**src/hw/dpl_pkg.sv**
```systemverilog
/*
 * Constants and types shared by the page and register load unit:
 * register offsets, field positions, opcodes, reset values, region codes.
 * Assumes a 32-bit Avalon-MM register bus with byte addresses.
 */
package dpl_pkg;

   // register byte offsets
   localparam logic [5:0] OFS_CTRL    = 6'h00;
   localparam logic [5:0] OFS_CMD     = 6'h04;
   localparam logic [5:0] OFS_MEMWORD = 6'h08;
   localparam logic [5:0] OFS_LIMM    = 6'h0C;
   localparam logic [5:0] OFS_STATUS  = 6'h10;
   localparam logic [5:0] OFS_ADDR    = 6'h14;
   localparam logic [5:0] OFS_PROD    = 6'h18;
   localparam logic [5:0] OFS_PROD_LO = 6'h1C;
   localparam logic [5:0] OFS_ACC     = 6'h20;
   localparam logic [5:0] OFS_MULT    = 6'h24;

   // control fields
   localparam int CTRL_LATER_BIT = 0;
   localparam int CTRL_PM_LSB    = 1;

   // command fields
   localparam int CMD_OP_LSB   = 0;
   localparam int CMD_IND_BIT  = 4;
   localparam int CMD_NXV_BIT  = 5;
   localparam int CMD_NXT_LSB  = 6;
   localparam int CMD_ADDR_LSB = 9;
   localparam int CMD_DES_LSB  = 16;
   localparam int CMD_IMM_LSB  = 19;

   // status fields
   localparam int ST_DP_LSB   = 0;
   localparam int ST_PTR_LSB  = 12;
   localparam int ST_REG_LSB  = 16;
   localparam int ST_TGT_LSB  = 20;
   localparam int ST_ERR_BIT  = 24;
   localparam int ST_BUSY_BIT = 25;

   // opcodes
   localparam logic [3:0] OP_LOAD_PAGE     = 4'h1;
   localparam logic [3:0] OP_LOAD_PAGE_IMM = 4'h2;
   localparam logic [3:0] OP_LOAD_MAPPED   = 4'h3;
   localparam logic [3:0] OP_LOAD_PROD_HI  = 4'h4;
   localparam logic [3:0] OP_LOAD_IDX_LONG = 4'h5;
   localparam logic [3:0] OP_LOAD_MULT_ACC = 4'h6;
   localparam logic [3:0] OP_LOAD_SEL_PTR  = 4'h7;

   // page map
   localparam logic [8:0] PAGE_EXT_MIN   = 9'h008;
   localparam logic [8:0] PAGE_BLOCK_MIN = 9'h004;
   localparam logic [6:0] BLOCK_TWO_BASE = 7'h60;

   // reset values
   localparam logic [2:0]  CTRL_RESET = 3'h1;
   localparam logic [8:0]  DP_RESET   = 9'h000;
   localparam logic [2:0]  PTR_RESET  = 3'h0;
   localparam logic [31:0] WORD_RESET = 32'h0000_0000;

   typedef enum logic [2:0] {
      REG_INTERNAL,
      REG_BLOCK_ZERO,
      REG_BLOCK_ONE,
      REG_BLOCK_TWO,
      REG_EXTERNAL
   } dpl_region_type;

   typedef enum logic [1:0] {
      ST_IDLE,
      ST_FETCH,
      ST_EXEC
   } dpl_state_type;

endpackage : dpl_pkg

```
**src/hw/dpl_index_file.sv**
```systemverilog
/*
 * Index register file: one write port, one read port whose data come
 * out of a register one cycle after the address.
 * Assumes a single clock; no reset on the array itself.
 */
`timescale 1ns/100ps
`default_nettype none

module dpl_index_file
  import dpl_pkg::*;
#(
   parameter int WIDTH = 16,
   parameter int DEPTH = 8
)
(
   // clock
   input  wire logic                     clk_sys,
   // write port
   input  wire logic                     wr_en,
   input  wire logic [$clog2(DEPTH)-1:0] wr_addr,
   input  wire logic [WIDTH-1:0]         wr_data,
   // read port
   input  wire logic [$clog2(DEPTH)-1:0] rd_addr,
   output logic      [WIDTH-1:0]         rd_data_q
);

   logic [WIDTH-1:0] mem_q [DEPTH];

   // elaboration refuses geometries the core cannot use
   if (DEPTH < 2 || WIDTH < 8)
   begin : g_bad_geometry
      $error("dpl_index_file: unsupported geometry");
   end

   always_ff @(posedge clk_sys)
   begin
      if (wr_en)
      begin
         mem_q[wr_addr] <= wr_data;
      end
   end

   // read after write to the same word sees the old value
   always_ff @(posedge clk_sys)
   begin
      rd_data_q <= mem_q[rd_addr];
   end

endmodule : dpl_index_file

`default_nettype wire

```
**src/hw/dpl_core.sv**
```systemverilog
/*
 * Page pointer and register load unit of a fixed-point signal processor,
 * executing one load instruction per command written over Avalon-MM.
 * Assumes software supplies the addressed memory word and long immediate
 * in registers before writing the command; memory itself lives outside.
 */
`timescale 1ns/100ps
`default_nettype none

module dpl_core
  import dpl_pkg::*;
#(
   parameter int IDX_DEPTH = 8
)
(
   // clock and reset
   input  wire logic        clk_sys,
   input  wire logic        arst_n,
   // avalon-mm slave
   input  wire logic [5:0]  avs_address,
   input  wire logic        avs_read,
   input  wire logic        avs_write,
   input  wire logic [31:0] avs_writedata,
   input  wire logic [3:0]  avs_byteenable,
   output logic      [31:0] avs_readdata,
   output logic             avs_waitrequest,
   // data access result
   output logic      [15:0] data_addr,
   output dpl_region_type   data_region,
   // mapped register copy
   output logic             mapped_wr_valid,
   output logic      [15:0] mapped_wr_addr,
   output logic      [15:0] mapped_wr_data
);

   localparam int PTR_W = $clog2(IDX_DEPTH);

   // elaboration refuses every depth other than 8, the count the three-bit selector addresses
   if (IDX_DEPTH != 8)
   begin : g_bad_depth
      $error("dpl_core: the selector pointer is three bits wide");
   end

   logic           rst_meta_q;
   logic           rst_n;
   logic [2:0]     ctrl_q;
   logic [31:0]    cmd_q;
   logic [15:0]    memword_q;
   logic [15:0]    limm_q;
   logic [8:0]     dp_q;
   logic [2:0]     ptr_q;
   logic [31:0]    prod_q;
   logic [31:0]    acc_q;
   logic [15:0]    mult_q;
   logic           err_q;
   logic           rd_ack_q;
   dpl_state_type  state_q;
   dpl_region_type tgt_region_q;
   logic [15:0]    idx_rdata;
   logic [15:0]    oper_addr;
   logic [31:0]    rd_mux;
   logic [3:0]     op;
   logic           later;
   logic           ind;
   logic           busy;
   logic           exec;
   logic           wr_take;
   logic           rd_take;
   logic           cmd_take;
   logic           accesses_mem;
   logic           legal;
   logic [2:0]     next_ptr;
   logic [2:0]     des_sel;

   function automatic logic [31:0] dpl_be_merge(input logic [31:0] old_v, input logic [31:0] new_v,
                                                input logic [3:0] be);
      logic [31:0] r;
      r = old_v;
      for (int i = 0; i < 4; i++)
      begin
         if (be[i])
         begin
            r[i*8 +: 8] = new_v[i*8 +: 8];
         end
      end
      return r;
   endfunction : dpl_be_merge

   // early parts see only on-chip pages 0 and 1
   function automatic dpl_region_type dpl_region(input logic later_v, input logic [15:0] a);
      logic [8:0] page;
      page = a[15:7];
      if (!later_v)
      begin
         return REG_INTERNAL;
      end
      if (page >= PAGE_EXT_MIN)
      begin
         return REG_EXTERNAL;
      end
      if (page >= PAGE_BLOCK_MIN)
      begin
         return page[1] ? REG_BLOCK_ONE : REG_BLOCK_ZERO;
      end
      if (page == 9'h000 && a[6:0] >= BLOCK_TWO_BASE)
      begin
         return REG_BLOCK_TWO;
      end
      return REG_INTERNAL;
   endfunction : dpl_region

   // reset release through two flops
   always_ff @(posedge clk_sys or negedge arst_n)
   begin
      if (!arst_n)
      begin
         rst_meta_q <= 1'b0;
         rst_n      <= 1'b0;
      end
      else
      begin
         rst_meta_q <= 1'b1;
         rst_n      <= rst_meta_q;
      end
   end

   assign later    = ctrl_q[CTRL_LATER_BIT];
   assign op       = cmd_q[CMD_OP_LSB +: 4];
   assign ind      = cmd_q[CMD_IND_BIT];
   assign busy     = (state_q != ST_IDLE);
   assign exec     = (state_q == ST_EXEC);
   assign wr_take  = avs_write & ~busy;
   assign rd_take  = avs_read & ~busy & ~rd_ack_q;
   assign cmd_take = wr_take & (avs_address == OFS_CMD);
   assign avs_waitrequest = busy | (avs_read & ~rd_ack_q);

   // early parts have two index registers and a one-bit selector
   assign next_ptr = later ? cmd_q[CMD_NXT_LSB +: 3] : {2'b00, cmd_q[CMD_NXT_LSB]};
   assign des_sel  = later ? cmd_q[CMD_DES_LSB +: 3] : {2'b00, cmd_q[CMD_DES_LSB]};

   assign legal = (op == OP_LOAD_PAGE) || (op == OP_LOAD_PAGE_IMM) || (op == OP_LOAD_PROD_HI)
               || (op == OP_LOAD_IDX_LONG) || (op == OP_LOAD_MULT_ACC) || (op == OP_LOAD_SEL_PTR)
               || (op == OP_LOAD_MAPPED && later);
   assign accesses_mem = (op == OP_LOAD_PAGE) || (op == OP_LOAD_MAPPED) || (op == OP_LOAD_PROD_HI)
                      || (op == OP_LOAD_MULT_ACC);

   always_comb
   begin
      if (op == OP_LOAD_MAPPED)
      begin
         oper_addr = {9'h000, ind ? idx_rdata[6:0] : cmd_q[CMD_ADDR_LSB +: 7]};
      end
      else if (ind)
      begin
         oper_addr = idx_rdata;
      end
      else
      begin
         oper_addr = {dp_q, cmd_q[CMD_ADDR_LSB +: 7]};
      end
   end

   dpl_index_file #(
      .WIDTH (16),
      .DEPTH (IDX_DEPTH)
   ) u_index_file (
      .clk_sys   (clk_sys),
      .wr_en     (exec && op == OP_LOAD_IDX_LONG),
      .wr_addr   (des_sel[PTR_W-1:0]),
      .wr_data   (limm_q),
      .rd_addr   (ptr_q[PTR_W-1:0]),
      .rd_data_q (idx_rdata)
   );

   // fetch gives the index file one cycle to present the selected register
   always_ff @(posedge clk_sys or negedge rst_n)
   begin
      if (!rst_n)
      begin
         state_q <= ST_IDLE;
      end
      else
      begin
         case (state_q)
            ST_IDLE:  state_q <= cmd_take ? ST_FETCH : ST_IDLE;
            ST_FETCH: state_q <= ST_EXEC;
            ST_EXEC:  state_q <= ST_IDLE;
            default:  state_q <= ST_IDLE;
         endcase
      end
   end

   always_ff @(posedge clk_sys or negedge rst_n)
   begin
      if (!rst_n)
      begin
         ctrl_q    <= CTRL_RESET;
         cmd_q     <= WORD_RESET;
         memword_q <= WORD_RESET[15:0];
         limm_q    <= WORD_RESET[15:0];
      end
      else if (wr_take)
      begin
         case (avs_address)
            OFS_CTRL:    ctrl_q    <= 3'(dpl_be_merge({29'h0, ctrl_q}, avs_writedata, avs_byteenable));
            OFS_CMD:     cmd_q     <= avs_writedata;
            OFS_MEMWORD: memword_q <= 16'(dpl_be_merge({16'h0, memword_q}, avs_writedata, avs_byteenable));
            OFS_LIMM:    limm_q    <= 16'(dpl_be_merge({16'h0, limm_q}, avs_writedata, avs_byteenable));
            default:     ;
         endcase
      end
   end

   always_ff @(posedge clk_sys or negedge rst_n)
   begin
      if (!rst_n)
      begin
         dp_q <= DP_RESET;
      end
      else if (exec && op == OP_LOAD_PAGE)
      begin
         dp_q <= later ? memword_q[8:0] : {8'h00, memword_q[0]};
      end
      else if (exec && op == OP_LOAD_PAGE_IMM)
      begin
         dp_q <= later ? cmd_q[CMD_IMM_LSB +: 9] : {8'h00, cmd_q[CMD_IMM_LSB]};
      end
   end

   // pointer moves after the access that used it
   always_ff @(posedge clk_sys or negedge rst_n)
   begin
      if (!rst_n)
      begin
         ptr_q <= PTR_RESET;
      end
      else if (exec && op == OP_LOAD_SEL_PTR)
      begin
         ptr_q <= later ? cmd_q[CMD_IMM_LSB +: 3] : {2'b00, cmd_q[CMD_IMM_LSB]};
      end
      else if (exec && legal && ind && cmd_q[CMD_NXV_BIT])
      begin
         ptr_q <= next_ptr;
      end
   end

   always_ff @(posedge clk_sys or negedge rst_n)
   begin
      if (!rst_n)
      begin
         prod_q <= WORD_RESET;
      end
      else if (exec && op == OP_LOAD_PROD_HI)
      begin
         prod_q[31:16] <= memword_q;
      end
      else if (wr_take && avs_address == OFS_PROD_LO)
      begin
         prod_q[15:0] <= 16'(dpl_be_merge({16'h0, prod_q[15:0]}, avs_writedata, avs_byteenable));
      end
   end

   // mode 00 none, 01 left 1, 10 left 4, 11 arithmetic right 6
   function automatic logic [31:0] dpl_prod_shift(input logic [31:0] p, input logic [1:0] pm);
      case (pm)
         2'b01:   return {p[30:0], 1'b0};
         2'b10:   return {p[27:0], 4'h0};
         2'b11:   return {{6{p[31]}}, p[31:6]};
         default: return p;
      endcase
   endfunction : dpl_prod_shift

   always_ff @(posedge clk_sys or negedge rst_n)
   begin
      if (!rst_n)
      begin
         acc_q  <= WORD_RESET;
         mult_q <= WORD_RESET[15:0];
      end
      else if (exec && op == OP_LOAD_MULT_ACC)
      begin
         mult_q <= memword_q;
         acc_q  <= acc_q + (later ? dpl_prod_shift(prod_q, ctrl_q[CTRL_PM_LSB +: 2]) : prod_q);
      end
   end

   always_ff @(posedge clk_sys or negedge rst_n)
   begin
      if (!rst_n)
      begin
         data_addr    <= WORD_RESET[15:0];
         data_region  <= REG_INTERNAL;
         tgt_region_q <= REG_INTERNAL;
         err_q        <= 1'b0;
      end
      else if (exec)
      begin
         err_q <= ~legal;
         if (legal && accesses_mem)
         begin
            data_addr   <= oper_addr;
            data_region <= dpl_region(later, oper_addr);
         end
         if (legal && op == OP_LOAD_MAPPED)
         begin
            tgt_region_q <= dpl_region(later, limm_q);
         end
      end
   end

   // the mapped register's contents arrive through the memory word register
   always_ff @(posedge clk_sys or negedge rst_n)
   begin
      if (!rst_n)
      begin
         mapped_wr_valid <= 1'b0;
         mapped_wr_addr  <= WORD_RESET[15:0];
         mapped_wr_data  <= WORD_RESET[15:0];
      end
      else
      begin
         mapped_wr_valid <= exec && legal && op == OP_LOAD_MAPPED;
         if (exec && legal && op == OP_LOAD_MAPPED)
         begin
            mapped_wr_addr <= limm_q;
            mapped_wr_data <= memword_q;
         end
      end
   end

   always_comb
   begin
      rd_mux = WORD_RESET;
      case (avs_address)
         OFS_CTRL:    rd_mux = {29'h0, ctrl_q};
         OFS_CMD:     rd_mux = cmd_q;
         OFS_MEMWORD: rd_mux = {16'h0, memword_q};
         OFS_LIMM:    rd_mux = {16'h0, limm_q};
         OFS_STATUS:
         begin
            rd_mux[ST_DP_LSB +: 9]  = dp_q;
            rd_mux[ST_PTR_LSB +: 3] = ptr_q;
            rd_mux[ST_REG_LSB +: 3] = data_region;
            rd_mux[ST_TGT_LSB +: 3] = tgt_region_q;
            rd_mux[ST_ERR_BIT]      = err_q;
            rd_mux[ST_BUSY_BIT]     = busy;
         end
         OFS_ADDR:    rd_mux = {mapped_wr_addr, data_addr};
         OFS_PROD:    rd_mux = prod_q;
         OFS_PROD_LO: rd_mux = {16'h0, prod_q[15:0]};
         OFS_ACC:     rd_mux = acc_q;
         OFS_MULT:    rd_mux = {16'h0, mult_q};
         default:     rd_mux = WORD_RESET;
      endcase
   end

   // reads always take at least one wait cycle so read data come from a flop
   always_ff @(posedge clk_sys or negedge rst_n)
   begin
      if (!rst_n)
      begin
         rd_ack_q     <= 1'b0;
         avs_readdata <= WORD_RESET;
      end
      else
      begin
         rd_ack_q <= rd_take;
         if (rd_take)
         begin
            avs_readdata <= rd_mux;
         end
      end
   end

   a_page_early_lsb: assert property (@(posedge clk_sys) disable iff (!rst_n)
      exec && op == OP_LOAD_PAGE && !later |=> dp_q == {8'h00, $past(memword_q[0])})
      else $error("early page load kept more than the lsb");

   a_page_later_nine: assert property (@(posedge clk_sys) disable iff (!rst_n)
      exec && op == OP_LOAD_PAGE_IMM && later |=> dp_q == $past(cmd_q[CMD_IMM_LSB +: 9]))
      else $error("later immediate page load wrong");

   a_direct_addr_concat: assert property (@(posedge clk_sys) disable iff (!rst_n)
      exec && !ind && legal && accesses_mem && op != OP_LOAD_MAPPED
      |=> data_addr == {$past(dp_q), $past(cmd_q[CMD_ADDR_LSB +: 7])})
      else $error("direct address not page and field");

   a_external_region: assert property (@(posedge clk_sys) disable iff (!rst_n)
      $changed(data_addr) && later && data_addr[15:7] >= PAGE_EXT_MIN |-> data_region == REG_EXTERNAL)
      else $error("high page not external");

   a_mapped_upper_zero: assert property (@(posedge clk_sys) disable iff (!rst_n)
      exec && later && op == OP_LOAD_MAPPED |=> data_addr[15:7] == 9'h000 && mapped_wr_valid)
      else $error("mapped register address upper bits set");

   a_prod_high_only: assert property (@(posedge clk_sys) disable iff (!rst_n)
      exec && op == OP_LOAD_PROD_HI
      |=> prod_q[31:16] == $past(memword_q) && prod_q[15:0] == $past(prod_q[15:0]))
      else $error("product high load disturbed low half");

   a_ptr_next_update: assert property (@(posedge clk_sys) disable iff (!rst_n)
      exec && legal && ind && cmd_q[CMD_NXV_BIT] && op != OP_LOAD_SEL_PTR |=> ptr_q == $past(next_ptr))
      else $error("selector pointer not updated after access");

   a_cmd_two_waits: assert property (@(posedge clk_sys) disable iff (!rst_n)
      cmd_take |=> avs_waitrequest ##1 avs_waitrequest ##1 !busy)
      else $error("command did not finish in two cycles");

   a_early_acc_plain: assert property (@(posedge clk_sys) disable iff (!rst_n)
      exec && op == OP_LOAD_MULT_ACC && !later |=> acc_q == $past(acc_q) + $past(prod_q))
      else $error("early accumulate shifted the product");

endmodule : dpl_core

`default_nettype wire

```
**config.mk**
```make
export PLATFORM = sky130hd
export DESIGN_NAME = dpl_core
export DESIGN_NICKNAME = d
export VERILOG_FILES = /design/src/hw/dpl_pkg.sv /design/src/hw/dpl_index_file.sv /design/src/hw/dpl_core.sv
export SDC_FILE = /design/constraint.sdc
export NUM_CORES = 1
export LEC_CHECK = 0
export ABC_AREA = 1
export BUFFER_PORTS_ARGS = -buffer_cell sky130_fd_sc_hd__buf_4
export CAP_MARGIN = 25
export CORE_UTILIZATION = 46
export CTS_CLUSTER_SIZE = 20
export DETAILED_ROUTE_END_ITERATION = 10
export GPL_TIMING_DRIVEN = 1
export PLACE_DENSITY = 0.62
export SLEW_MARGIN = 5
export SYNTH_ARGS = -nofsm -noshare
export SYNTH_HDL_FRONTEND = slang
export SYNTH_SLANG_ARGS = --single-unit
```
**constraint.sdc**
```tcl
create_clock -name clk_sys -period 9.6 [get_ports clk_sys]
set_input_delay 1.44 -clock clk_sys [delete_from_list [all_inputs] [get_ports clk_sys]]
set_output_delay 1.44 -clock clk_sys [all_outputs]
set_load 0.005 [all_outputs]
```
==> results of run 1 <==
metal layers:
metal  track usage, %  vias up
li1                 -     8065
met1             42.3     8133
met2             51.3      576
met3             4.40      141
met4             14.0        2
met5                0        -
path summary, 6_finish.rpt:
kind,from,to,slack [ns]
worst max-delay path,ctrl_q[0],acc_q[31],5.26
worst min-delay path,rst_meta_q,rst_n,0.36
worst max register to register,ctrl_q[0],acc_q[31],5.26
worst min register to register,rst_meta_q,rst_n,0.36
max in group asynchronous,rst_n,acc_q[3],7.21
min in group asynchronous,rst_n,mapped_wr_data[4],0.46
worst reg2reg max path, delay by kind of cell (launching register included):
kind / cells / cell delay, ns
AO/OA/AOI/OAI: 3 / 0.70
buffers and inverters: 1 / 0.53
flip-flops: 1 / 0.77
adder cells (fa/ha/maj): 1 / 0.43
AND/OR/NAND/NOR: 12 / 1.79
cells in the final DEF (no fill, tap or decap), types with 5 or more instances in the layout:
| cell type | count |
|---|---|
| sky130_fd_sc_hd__a21oi_1 | 63 |
| sky130_fd_sc_hd__a22oi_1 | 10 |
| sky130_fd_sc_hd__a31oi_1 | 17 |
| sky130_fd_sc_hd__nand3_1 | 78 |
| sky130_fd_sc_hd__o21ai_0 | 222 |
| sky130_fd_sc_hd__clkbuf_1 | 9 |
| sky130_fd_sc_hd__a221oi_1 | 8 |
| sky130_fd_sc_hd__xnor2_1 | 10 |
| sky130_fd_sc_hd__a32oi_1 | 20 |
| sky130_fd_sc_hd__nor2_4 | 5 |
| sky130_fd_sc_hd__o21ai_2 | 6 |
| sky130_fd_sc_hd__nor2_1 | 223 |
| sky130_fd_sc_hd__edfxtp_1 | 128 |
| sky130_fd_sc_hd__nor3_1 | 8 |
| sky130_fd_sc_hd__o211ai_1 | 5 |
| sky130_fd_sc_hd__a41oi_1 | 8 |
| sky130_fd_sc_hd__clkbuf_16 | 45 |
| sky130_fd_sc_hd__dfxtp_1 | 16 |
| sky130_fd_sc_hd__bufinv_16 | 6 |
| sky130_fd_sc_hd__o22ai_1 | 46 |
| sky130_fd_sc_hd__nor2_2 | 5 |
| sky130_fd_sc_hd__dfrtp_1 | 249 |
| sky130_fd_sc_hd__ha_1 | 34 |
| sky130_fd_sc_hd__mux2_1 | 6 |
| sky130_fd_sc_hd__o21ai_1 | 58 |
| sky130_fd_sc_hd__nand2_2 | 9 |
| sky130_fd_sc_hd__o2111ai_1 | 7 |
| sky130_fd_sc_hd__nand4_1 | 9 |
| sky130_fd_sc_hd__clkinv_1 | 6 |
| sky130_fd_sc_hd__clkbuf_8 | 7 |
| sky130_fd_sc_hd__buf_4 | 152 |
| sky130_fd_sc_hd__nand2_1 | 710 |
| sky130_fd_sc_hd__inv_1 | 280 |
| sky130_fd_sc_hd__inv_2 | 9 |
logic make-up after synthesis:
kind of cell,synth area share (%)
buffers and inverters,7.93
xor gates and xnor gates,0.487
and+or+nand+nor,21.9
DFF,52.9
other,0.0189
AOI/OAI and AO/OA,13.9
adders and majority gates,2.25
muxes,0.569
sequential cells by signal, summed over array words and instances (netlist names), 2 cells and up:
signal	flops
u_index_file.rd_data_q	16
data_addr	16
ctrl_q	3
mapped_wr_addr	16
limm_q	16
data_region	3
dp_q	9
ptr_q	3
memword_q	16
acc_q	32
prod_q	32
avs_readdata	32
tgt_region_q	3
mapped_wr_data	16
state_q	2
cmd_q	32
mult_q	16
u_index_file.mem_q	128
layout make-up:
class | count | share of cell area, %
multi-input combinational | 1609 | 34.1
clock inverter | 20 | 1.25
tap | 539 | 2.96
timing repair buffer | 155 | 5.37
clock buffer | 61 | 5.51
inverter | 293 | 4.85
sequential | 396 | 45.9
cells in the mapped netlist (12+ instances only):
cell type	instances	area, sq um
sky130_fd_sc_hd__o22ai_1	46	288
sky130_fd_sc_hd__nand2_1	711	2670
sky130_fd_sc_hd__a32oi_1	20	175
sky130_fd_sc_hd__inv_1	280	1050
sky130_fd_sc_hd__dfrtp_1	251	6280
sky130_fd_sc_hd__nor2_1	224	841
sky130_fd_sc_hd__o21ai_1	58	290
sky130_fd_sc_hd__a21oi_1	63	315
sky130_fd_sc_hd__clkbuf_1	43	161
sky130_fd_sc_hd__nor3_1	12	60.1
sky130_fd_sc_hd__ha_1	34	425
sky130_fd_sc_hd__buf_2	25	125
sky130_fd_sc_hd__nand3_1	78	390
sky130_fd_sc_hd__dfxtp_1	16	320
sky130_fd_sc_hd__edfxtp_1	128	3840
sky130_fd_sc_hd__o21ai_0	222	1110
sky130_fd_sc_hd__a31oi_1	17	106
stage by stage:
| stage | hold slack [ns] | instance area [sq um] | power (W) | cells | util, % |
|---|---|---|---|---|---|
| final | 0.361 | 22800 | 0.00405 | 3073 | 54.0 |
| after global routing | 0.371 | 22800 | 0.00418 | 3073 | 54.0 |
| after CTS | 0.366 | 22700 | 0.00407 | 3071 | 53.9 |
| after detailed placement | 0.352 | 21200 | 0.00228 | 2990 | 50.2 |
| after global placement | 0.339 | 21200 | 0.00227 | 2989 | 50.2 |
| after floorplan | 0.331 | 19800 | 0.00211 | 2390 | - |
power by group through the flow:
stage	combinational, W	clock (W)	sequential [W]
4_1_cts	0.000359	0.00182	0.00189
3_3_place_gp	0.000353	0	0.00192
5_1_grt	0.000400	0.00188	0.00190
2_1_floorplan	0.000220	0	0.00189
6_report	0.000362	0.00180	0.00189
3_5_place_dp	0.000357	0	0.00192
==> summary.md, run 1 <==
| Metric | Value |
|---|---|
| Post-synthesis sequential area ratio | `around 53%` |
| CP dominant cell by count | `sky130_fd_sc_hd__nand2_1` |
| Gr ovfl total | `0` |
| Final nets | `2,580` |
| Vias per cell | `5.51` |
| Internal power | `0.00300 W` |
| Met3 routed wirelength | `3.91 mm` |
| Post-synthesis area per instance | `roughly 8.3 sq um` |
| Area of the die | `43,900 sq um` |
| Arrival time of the worst setup path | `4.81 ns` |
| Post-CTS Hold Buffers | `0` |
| Violation count after the first detailed-route iteration | `approximately 1,400` |
| Clk_lat worst skew | `0.59 ns` |
| Number of inserted diodes | `0` |
| Worst-path cell with the longest stage delay | `sky130_fd_sc_hd__dfstp_2` |
| Synth warn | `0` |
| Transition at the pin with the smallest max-transition slack | `between 0.9 and 1 ns` |
| Post-CTS setup buffer count | `0` |
| Final hold violation count | `0` |
| Combinational power share | `8.9%` |
| Die outline height | `209 um` |
| Startpoint types | `flip-flop` |
| Die span in x | `~210 um` |
| Final RePlAce weighted congestion | `0.965` |
| Max H-tree Level | `2` |
| Switch share | `26.0%` |
| Worst setup slack before clock tree synthesis | `5.33 ns` |
| Count of buffering cells on the critical path with inverters included | `1` |
| Detail Route Antenna Nets | `0` |
| Critical path cell sequence | `nand2_2, inv_1, o21ai_0, a221oi_1, a21oi_1, ha_1, nand2_1, nor2_1, nand3_1, nand2_1, nand2_1, nand2_1, nand2_1, nand2_1, nand2_1, nand3_1, nand2_1` |
| Effective utilization at floorplan | `a little under half` |
| Final max-slew violation count | `0` |
| Placeable Area | `42,200 sq um` |
| CTS tree | `done` |
| Highest cell delay on the worst timing path | `between 0.7 and 0.8 ns` |
| Met2 WL post-DR | `32.2 mm` |
| Post-layout min period | `4.34 ns` |
| HPWL after DPL | `50.4 mm` |
| Commonest register cell after synthesis | `sky130_fd_sc_hd__dfrtp_1` |
| Worst Path Max Fanout | `between 40 and 50` |
| Result of the run | `finished, final reports clean` |
| Post-route DRC violation count | `0` |
| Number of flops mapped to enable cells by yosys | `128` |
| Footprint of the multi-input gates | `7780 sq um` |
| Global-route usage over all layers | `31.6%` |
| Netlist area before placement | `19,800 sq um` |
| Cell count after synthesis | `2,390` |
| Final wirelength | `~70 mm` |
| Clock-pin transition on the worst setup and hold timing paths | `~0.06 ns` |
| Via count of the first global-routing pass | `approximately 16,000` |
| Post-synth ARST share | `between 60% and 70%` |
| Flop and latch count out of synthesis | `396` |
| Depth of the most critical reg-to-reg path | `17` |
| Kind of end point of the critical path | `flip-flop` |
| Initial antenna violation count | `1` |
| Vias after detailed routing | `16,917` |
| Worst min-delay path category | `reg -> reg` |
| Final Cycle Share | `between 40% and 50%` |
| Logic depth of the worst path, buffers included | `17` |
| Count of port buffers added during placement | `between 100 and 150` |
| Relative max-transition margin | `38.9%` |
| Total number of placement rows | `75` |
| Setup slack of the critical path after layout | `5.26 ns` |
| # fillers | `4,069` |
| Max Buffers Root-to-Sink | `3` |
| Cell count of the worst hold path | `0` |
| Share of final-layout standard cells stronger than drive strength 1 | `11.2%` |
| Wire length of the first global-routing pass | `about 100 mm` |
| Clock Power Share | `44.4%` |
| Accumulated negative setup slack | `0 ns` |
| Setup repair after global routing missed its margin | `false` |
| Number of max-cap violations | `0` |
| Cell type group with the largest total delay on the critical path | `simple AND/OR/NAND/NOR gates` |
| Top-level port count | `131` |
| Maximum number of pins on one net before global-route repair | `81` |
| Category of the critical setup timing path | `reg -> reg` |
| Resize count post-CTS | `0` |
| Distinct cell type count after synthesis | `59` |
| Static power due to leakage | `10.7 nW` |
| Max Freq | `231 MHz` |
| Number of sinks handled by clock tree synthesis | `about 400` |
| Worst IR drop on VDD | `0.000197 V` |
| Top layer reached by signal wires | `met5` |
| Number of setup violations in the final report | `0` |
| Count of TritonRoute iterations in the first routing pass | `5` |
| Sw power | `between 0.001 and 0.0015 W` |
| M1 WL | `between 20 and 30 mm` |
| Syn nets | `2,471` |
| Num CTS Buffers | `44` |
| Routed wire length per instance | `22.2 um` |
| CP Data Required Time | `~10 ns` |
| Area added between synthesis and finish | `15.2%` |
| Clk Tree Root Cell | `sky130_fd_sc_hd__clkbuf_16` |
| Setup skew after layout | `0.0112 ns` |
| Combined flip-flop and latch cell area | `10,500 sq um` |
| Total power divided by cell area | `178 nW/um^2` |
| Share of power burned in registers | `46.7%` |
Note: power is estimated with default switching activity, not from simulation.
==> run 2, diff against run 1 <==
- clock period: 9.6 -> 4.1 ns (I/O delays scaled with it)
==> run 2 against run 1 <==
Net effect: die area unchanged; global-route usage is 0.69 points lower; clock skew rose by 0.0067 ns.
==> summary.md, run 2 (same netlist as run 1, synthesis figures left out) <==
| Metric | Value |
|---|---|
| Result of the run | `finished, final reports clean (unchanged)` |
| Max Freq | `295 MHz (was 231 MHz)` |
| Setup slack of the worst register-to-register path | `0.71 ns (was 5.26 ns)` |
| Die span in x | `209 um (unchanged)` |
| Vias per cell | `5.54 (was 5.51)` |
| Setup repair after global routing missed its margin | `false (unchanged)` |
| Resize count post-CTS | `0 (unchanged)` |
| Transition at the pin with the smallest max-transition slack | `0.978 ns (was 0.916 ns)` |
| Count of buffering cells on the critical path with inverters included | `2 (was 1)` |
| Post-CTS Hold Buffers | `1 (was 0)` |
| Effective utilization at floorplan | `46.9% (unchanged)` |
| Via count of the first global-routing pass | `16,358 (was 16,323)` |
| Cell type group with the largest total delay on the critical path | `simple AND/OR/NAND/NOR gates (unchanged)` |
| Clk Tree Root Cell | `sky130_fd_sc_hd__clkbuf_16 (unchanged)` |
| Vias after detailed routing | `17,073 (was 16,917)` |
| HPWL after DPL | `50.2 mm (was 50.4 mm)` |
| Arrival time of the worst setup path | `3.87 ns (was 4.81 ns)` |
| Setup skew after layout | `0.0178 ns (was 0.0112 ns)` |
| Final hold violation count | `0 (unchanged)` |
| Number of max-cap violations | `0 (unchanged)` |
| Total number of placement rows | `75 (unchanged)` |
| Detail Route Antenna Nets | `0 (unchanged)` |
| Origin of the worst setup path | `ctrl_q[1] (was ctrl_q[0])` |
| Max H-tree Level | `2 (unchanged)` |
| Highest cell delay on the worst timing path | `0.58 ns (was 0.77 ns)` |
| Clk_lat worst skew | `0.60 ns (was 0.59 ns)` |
| Global-route usage over all layers | `30.9% (was 31.6%)` |
| Total instance count after detailed placement | `2,996 (was 2,990)` |
| Gr ovfl total | `0 (unchanged)` |
| Largest register by flop count | `u_index_file.mem_q (unchanged)` |
| Final RePlAce weighted congestion | `0.980 (was 0.965)` |
| Worst hold start | `avs_writedata[28] (was rst_meta_q)` |
| Final wirelength | `66.9 mm (was 68.3 mm)` |
| Crit Reg-Reg Startpoint | `ctrl_q[1] (was ctrl_q[0])` |
| Accumulated negative setup slack | `0 ns (unchanged)` |
| Max Buffers Root-to-Sink | `3 (unchanged)` |
| Most common cell after layout, fill and taps aside | `sky130_fd_sc_hd__nand2_1 (unchanged)` |
| Worst-path cell with the longest stage delay | `sky130_fd_sc_hd__nor2_2 (was sky130_fd_sc_hd__dfstp_2)` |
| Area added between synthesis and finish | `15.4% (was 15.2%)` |
| CP Data Required Time | `4.58 ns (was 10.07 ns)` |
| Maximum number of pins on one net before global-route repair | `91 (was 81)` |
| Count of port buffers added during placement | `128 (unchanged)` |
| Static power due to leakage | `10.7 nW (about the same)` |
| Share of final-layout standard cells stronger than drive strength 1 | `11.6% (was 11.2%)` |
| Worst min-delay path category | `in -> reg (was reg -> reg)` |
| Post-CTS setup buffer count | `0 (unchanged)` |
| Startpoint types | `flip-flop (unchanged)` |
| Clock-pin transition on the worst setup and hold timing paths | `0.06 ns (about the same)` |
| Placeable Area | `42,200 sq um (unchanged)` |
| Post-layout min period | `3.39 ns (was 4.34 ns)` |
| Critical path cell sequence | `inv_1, nor2_2, a21oi_1, a32oi_1, ha_1, nand2_1, inv_1, a21oi_1, nand3_1, or2_2, nand3_1, nand2_1 (was nand2_2, inv_1, o21ai_0, a221oi_1, a21oi_1, ha_1, nand2_1, nor2_1, nand3_1, nand2_1, nand2_1, nand2_1, nand2_1, nand2_1, nand2_1, nand3_1, nand2_1)` |
| Post-route DRC violation count | `0 (unchanged)` |
| Final max-slew violation count | `0 (unchanged)` |
| Kind of end point of the critical path | `flip-flop (unchanged)` |
| Worst Path Max Fanout | `17 (was 45)` |
| Wire length of the first global-routing pass | `101 mm (was 102 mm)` |
| Relative max-transition margin | `34.7% (was 38.9%)` |
| Die outline height | `209 um (unchanged)` |
| Area of the die | `43,900 sq um (unchanged)` |
| Total power divided by cell area | `410 nW/um^2 (was 178 nW/um^2)` |
| Most used cells in the layout excluding fill and tap cells | `sky130_fd_sc_hd__nand2_1 (710), sky130_fd_sc_hd__inv_1 (280), sky130_fd_sc_hd__dfrtp_1 (249), sky130_fd_sc_hd__nor2_1 (223), sky130_fd_sc_hd__o21ai_0 (222) (unchanged)` |
| Category of the critical setup timing path | `reg -> reg (unchanged)` |
| Number of sinks handled by clock tree synthesis | `396 (unchanged)` |
| Max FFs per register | `128 (unchanged)` |
| CTS tree | `done (unchanged)` |
| Final nets | `2,587 (was 2,580)` |
| Worst IR drop on VDD | `0.000370 V (was 0.000197 V)` |
| Number of setup violations in the final report | `0 (unchanged)` |
| Number of inserted diodes | `0 (unchanged)` |
| Top-level port count | `131 (unchanged)` |
| Count of TritonRoute iterations in the first routing pass | `6 (was 5)` |
| Violation count after the first detailed-route iteration | `1,885 (was 1,364)` |
| Post-route non-filler standard cell count | `3,081 (was 3,073)` |
| Initial antenna violation count | `1 (unchanged)` |
| Num CTS Buffers | `44 (unchanged)` |
| Final Cycle Share | `82.7% (was 45.2%)` |
| Routed wire length per instance | `21.7 um (was 22.2 um)` |
run 2: cell types whose count changed in the layout (fill, tap and decap cells not counted), sizes merged:
cell,previous run,this run
clkinvlp,4,3
clkbuf,61,56
bufinv,6,4
clkinv,10,20
buf,155,161
dlygate4sd3,0,1
inv,293,292
run 2: metrics by stage:
stage | power, W | hold slack [ns] | util, % | instance area (sq um) | setup WS, ns
floorplan | 0.00494 | 0.319 | - | 19800 | 1.53
global placement | 0.00532 | 0.320 | 50.3 | 21200 | 0.799
detailed placement | 0.00534 | 0.328 | 50.4 | 21300 | 0.753
CTS | 0.00940 | 0.220 | 54.0 | 22800 | 0.737
global route | 0.00968 | 0.239 | 54.1 | 22800 | 0.401
finish | 0.00937 | 0.235 | 54.1 | 22800 | 0.710
run 2: final timing paths:
kind | endpoint | cells past startpoint
setup / recovery | acc_q[12] | 12
hold / removal | cmd_q[28] | 2
setup reg to reg | acc_q[12] | 12
hold reg to reg | cmd_q[25] | 0
max in group asynchronous | acc_q[9] | 1
min in group asynchronous | cmd_q[25] | 0
run 2: layer usage:
layer | part of all wire [%] | global-route usage, %
met4 | 4.9 | 14.9
met1 | 42 | 41.2
met5 | 0 | 0
met3 | 6.4 | 4.25
met2 | 47 | 49.9
run 2: area by class of cell:
cell class	instances	area [sq um]
inverter	293	1100
clock inverter	26	293
sequential	396	10500
timing repair buffer	162	1300
clock buffer	56	1220
tap	539	674
fill	3996	19400
multi-input combinational	1609	7780
run 2: where the power goes:
part | internal, W | total (W) | leakage [nW] | switching, W
sequential | 0.00423 | 0.00442 | 4.57 | 0.000193
clock | 0.00238 | 0.00409 | 0.741 | 0.00172
combinational | 0.000266 | 0.000857 | 5.40 | 0.000591
total | 0.00687 | 0.00937 | 10.7 | 0.00250
==> run 3, diff against run 2 <==
- PLACE_DENSITY: 0.62 -> 0.65
- clock period: 4.1 -> 3 ns (I/O delays scaled with it)
==> run 3 against run 2 <==
Net effect: register-to-register slack worse by 0.54 ns; hold slack got worse by 0.17 ns; worst setup slack got worse by 0.54 ns; total power increased by 36%; sequential cell count stayed put; sequential share of layout area fell by 0.97 points; via count rose by 2.3%; core utilization is 1.2 points higher; largest power group unchanged.
==> summary.md, run 3 (same netlist as run 1, synthesis figures left out) <==
| Metric | Value |
|---|---|
| Clock-pin transition on the worst setup and hold timing paths | `0.06 ns (about the same)` |
| Area of the die | `43,900 sq um (unchanged)` |
| Final hold violation count | `0 (unchanged)` |
| Post-route DRC violation count | `0 (unchanged)` |
| Area added between synthesis and finish | `17.9% (was 15.4%)` |
| Final Cycle Share | `94.5% (was 82.7%)` |
| Transition at the pin with the smallest max-transition slack | `0.737 ns (was 0.978 ns)` |
| Number of setup violations in the final report | `0 (unchanged)` |
| Routed wire length per instance | `21.9 um (was 21.7 um)` |
| Sw power | `0.00345 W (was 0.00250 W)` |
| Worst Path Max Fanout | `17 (unchanged)` |
| Startpoint types | `flip-flop (unchanged)` |
| Setup repair after global routing missed its margin | `true (was false)` |
| Violation count after the first detailed-route iteration | `1,833 (was 1,885)` |
| Worst setup slack before clock tree synthesis | `0.0124 ns (was 0.753 ns)` |
| CTS tree | `done (unchanged)` |
| Clock Power Share | `42.4% (was 43.6%)` |
| Effective utilization at floorplan | `46.9% (unchanged)` |
| Num CTS Buffers | `44 (unchanged)` |
| Final wirelength | `68.4 mm (was 66.9 mm)` |
| Relative max-transition margin | `50.8% (was 34.7%)` |
| Maximum number of pins on one net before global-route repair | `95 (was 91)` |
| Arrival time of the worst setup path | `3.28 ns (was 3.87 ns)` |
| Share of final-layout standard cells stronger than drive strength 1 | `14.2% (was 11.6%)` |
| Initial antenna violation count | `1 (unchanged)` |
| Number of max-cap violations | `0 (unchanged)` |
| Global-route usage over all layers | `31.5% (was 30.9%)` |
| Gr ovfl total | `0 (unchanged)` |
| Kind of end point of the critical path | `flip-flop (unchanged)` |
| Result of the run | `finished, final reports clean (unchanged)` |
| Die span in x | `209 um (unchanged)` |
| Clk Tree Root Cell | `sky130_fd_sc_hd__clkbuf_16 (unchanged)` |
| CP Data Required Time | `3.44 ns (was 4.58 ns)` |
| Max H-tree Level | `2 (unchanged)` |
| Count of port buffers added during placement | `128 (unchanged)` |
| Max FFs per register | `128 (unchanged)` |
| Worst min-delay path category | `in -> reg (unchanged)` |
| Vias per cell | `5.60 (was 5.54)` |
| Vias after detailed routing | `17,462 (was 17,073)` |
| Total cell area at the placement stage | `21,500 sq um (was 21,300 sq um)` |
| Worst IR drop on VDD | `0.000530 V (was 0.000370 V)` |
| Most used cells in the layout excluding fill and tap cells | `sky130_fd_sc_hd__nand2_1 (698), sky130_fd_sc_hd__inv_1 (278), sky130_fd_sc_hd__dfrtp_1 (248), sky130_fd_sc_hd__o21ai_0 (221), sky130_fd_sc_hd__nor2_1 (219) (was sky130_fd_sc_hd__nand2_1 (710), sky130_fd_sc_hd__inv_1 (280), sky130_fd_sc_hd__dfrtp_1 (249), sky130_fd_sc_hd__nor2_1 (223), sky130_fd_sc_hd__o21ai_0 (222))` |
| Category of the critical setup timing path | `reg -> reg (unchanged)` |
| Final max-slew violation count | `0 (unchanged)` |
| HPWL after DPL | `50.6 mm (was 50.2 mm)` |
| Total power divided by cell area | `545 nW/um^2 (was 410 nW/um^2)` |
| Count of TritonRoute iterations in the first routing pass | `7 (was 6)` |
| Wire length of the first global-routing pass | `103 mm (was 101 mm)` |
| Fraction of the core area covered by cells at the end of the flow | `55.3% (was 54.1%)` |
| Internal power | `0.00926 W (was 0.00687 W)` |
| Placeable Area | `42,200 sq um (unchanged)` |
| Post-layout min period | `2.83 ns (was 3.39 ns)` |
| Number of sinks handled by clock tree synthesis | `396 (unchanged)` |
| Final RePlAce weighted congestion | `0.972 (was 0.980)` |
| Largest register by flop count | `u_index_file.mem_q (unchanged)` |
| Combinational power share | `10.2% (was 9.1%)` |
| Final nets | `2,622 (was 2,587)` |
| Switch share | `27.2% (was 26.7%)` |
| Most common cell after layout, fill and taps aside | `sky130_fd_sc_hd__nand2_1 (unchanged)` |
| Setup slack of the critical path after layout | `0.166 ns (was 0.710 ns)` |
| Via count of the first global-routing pass | `16,565 (was 16,358)` |
| Setup skew after layout | `0.0404 ns (was 0.0178 ns)` |
| Die outline height | `209 um (unchanged)` |
| Design Area, Final | `23,300 sq um (was 22,800 sq um)` |
| Detail Route Antenna Nets | `0 (unchanged)` |
| Static power due to leakage | `10.9 nW (was 10.7 nW)` |
| Clk_lat worst skew | `0.60 ns (about the same)` |
| Max Buffers Root-to-Sink | `3 (unchanged)` |
| Max Freq | `353 MHz (was 295 MHz)` |
| Top-level port count | `131 (unchanged)` |
| Share of power burned in registers | `47.3% (was 47.2%)` |
| Total number of placement rows | `75 (unchanged)` |
| Number of inserted diodes | `0 (unchanged)` |
run 3: cell count changes in the layout (fill, tap and decap cells not counted), sizes merged:
cell      delta
clkbuf       +1
bufinv       -1
buf         +33
clkinv       -2
inv          +1
clkinvlp     +3
run 3: power by group through the flow:
stage / logic, W / registers, W / clock network, W
CTS: 0.00124 / 0.00601 / 0.00549
global placement: 0.00122 / 0.00611 / 0
detailed placement: 0.00123 / 0.00612 / 0
floorplan: 0.000703 / 0.00605 / 0
global route: 0.00142 / 0.00604 / 0.00569
finish: 0.00130 / 0.00602 / 0.00539
run 3: final timing paths:
kind                                        start           endpoint  slack (ns)  depth (start not counted)
worst min register to register              rst_n  mapped_wr_data[3]        0.31                          0
worst min-delay path            avs_writedata[20]          cmd_q[20]        0.07                          3
max in group asynchronous                   rst_n    avs_readdata[9]        1.70                          1
worst max-delay path                    ctrl_q[2]          acc_q[13]        0.17                         16
worst max register to register          ctrl_q[2]          acc_q[13]        0.17                         16
min in group asynchronous                  arst_n              rst_n        0.17                          2
run 3: worst max-delay path, cell delays in order (launching register included):
cell and delay (ns):
sky130_fd_sc_hd__dfrtp_1 0.41, sky130_fd_sc_hd__buf_4 0.17, sky130_fd_sc_hd__nand2_1 0.11, sky130_fd_sc_hd__clkinv_1 0.12
sky130_fd_sc_hd__buf_12 0.17, sky130_fd_sc_hd__a221oi_4 0.26, sky130_fd_sc_hd__a21oi_2 0.10, sky130_fd_sc_hd__ha_1 0.35
sky130_fd_sc_hd__inv_1 0.11, sky130_fd_sc_hd__nand2_1 0.07, sky130_fd_sc_hd__nand3_1 0.10, sky130_fd_sc_hd__nand2_2 0.08
sky130_fd_sc_hd__nand2_1 0.09, sky130_fd_sc_hd__nand2_2 0.09, sky130_fd_sc_hd__or2_2 0.28, sky130_fd_sc_hd__nand3_1 0.06
sky130_fd_sc_hd__o21ai_0 0.10
run 3: cell type report:
type,instances,area (sq um)
Clock buffer,55,1160
Clock inverter,27,279
Fill cell,3934,18900
Inverter,293,1110
Multi-Input combinational cell,1609,8020
Sequential cell,396,10500
Tap cell,539,674
Timing Repair Buffer,197,1630
run 3: metrics by stage:
| stage | hold WS (ns) | TNS [ns] | cells | total power (W) |
|---|---|---|---|---|
| floorplan | 0.154 | 0 | 2390 | 0.00675 |
| CTS | 0.0472 | 0 | 3109 | 0.0127 |
| global route | 0.0628 | -0.0255 | 3116 | 0.0131 |
| finish | 0.0689 | 0 | 3116 | 0.0127 |
| detailed placement | 0.233 | 0 | 3026 | 0.00735 |
| global placement | 0.232 | 0 | 3026 | 0.00733 |
run 3: timing repair:
| action | 4_1_cts | 5_1_grt |
|---|---|---|
| cloned | 0 | 2 |
| setup endpoints to repair | 2 | 25 |
| setup buffers | 0 | 4 |
| hold endpoints to repair | 2 | 0 |
| hold buffers | 1 | 0 |
| pin swaps | 0 | 8 |
| resized for setup | 1 | 50 |
run 3: layer usage:
metal,GRT usage [%],routed length (um),part of all wire [%],vias to the layer above
li1,-,-,-,8148
met5,0,9,0.013,-
met4,13.3,2920,4.3,2
met1,42.5,28400,42,8427
met3,4.35,4910,7.2,151
met2,51.0,32100,47,734
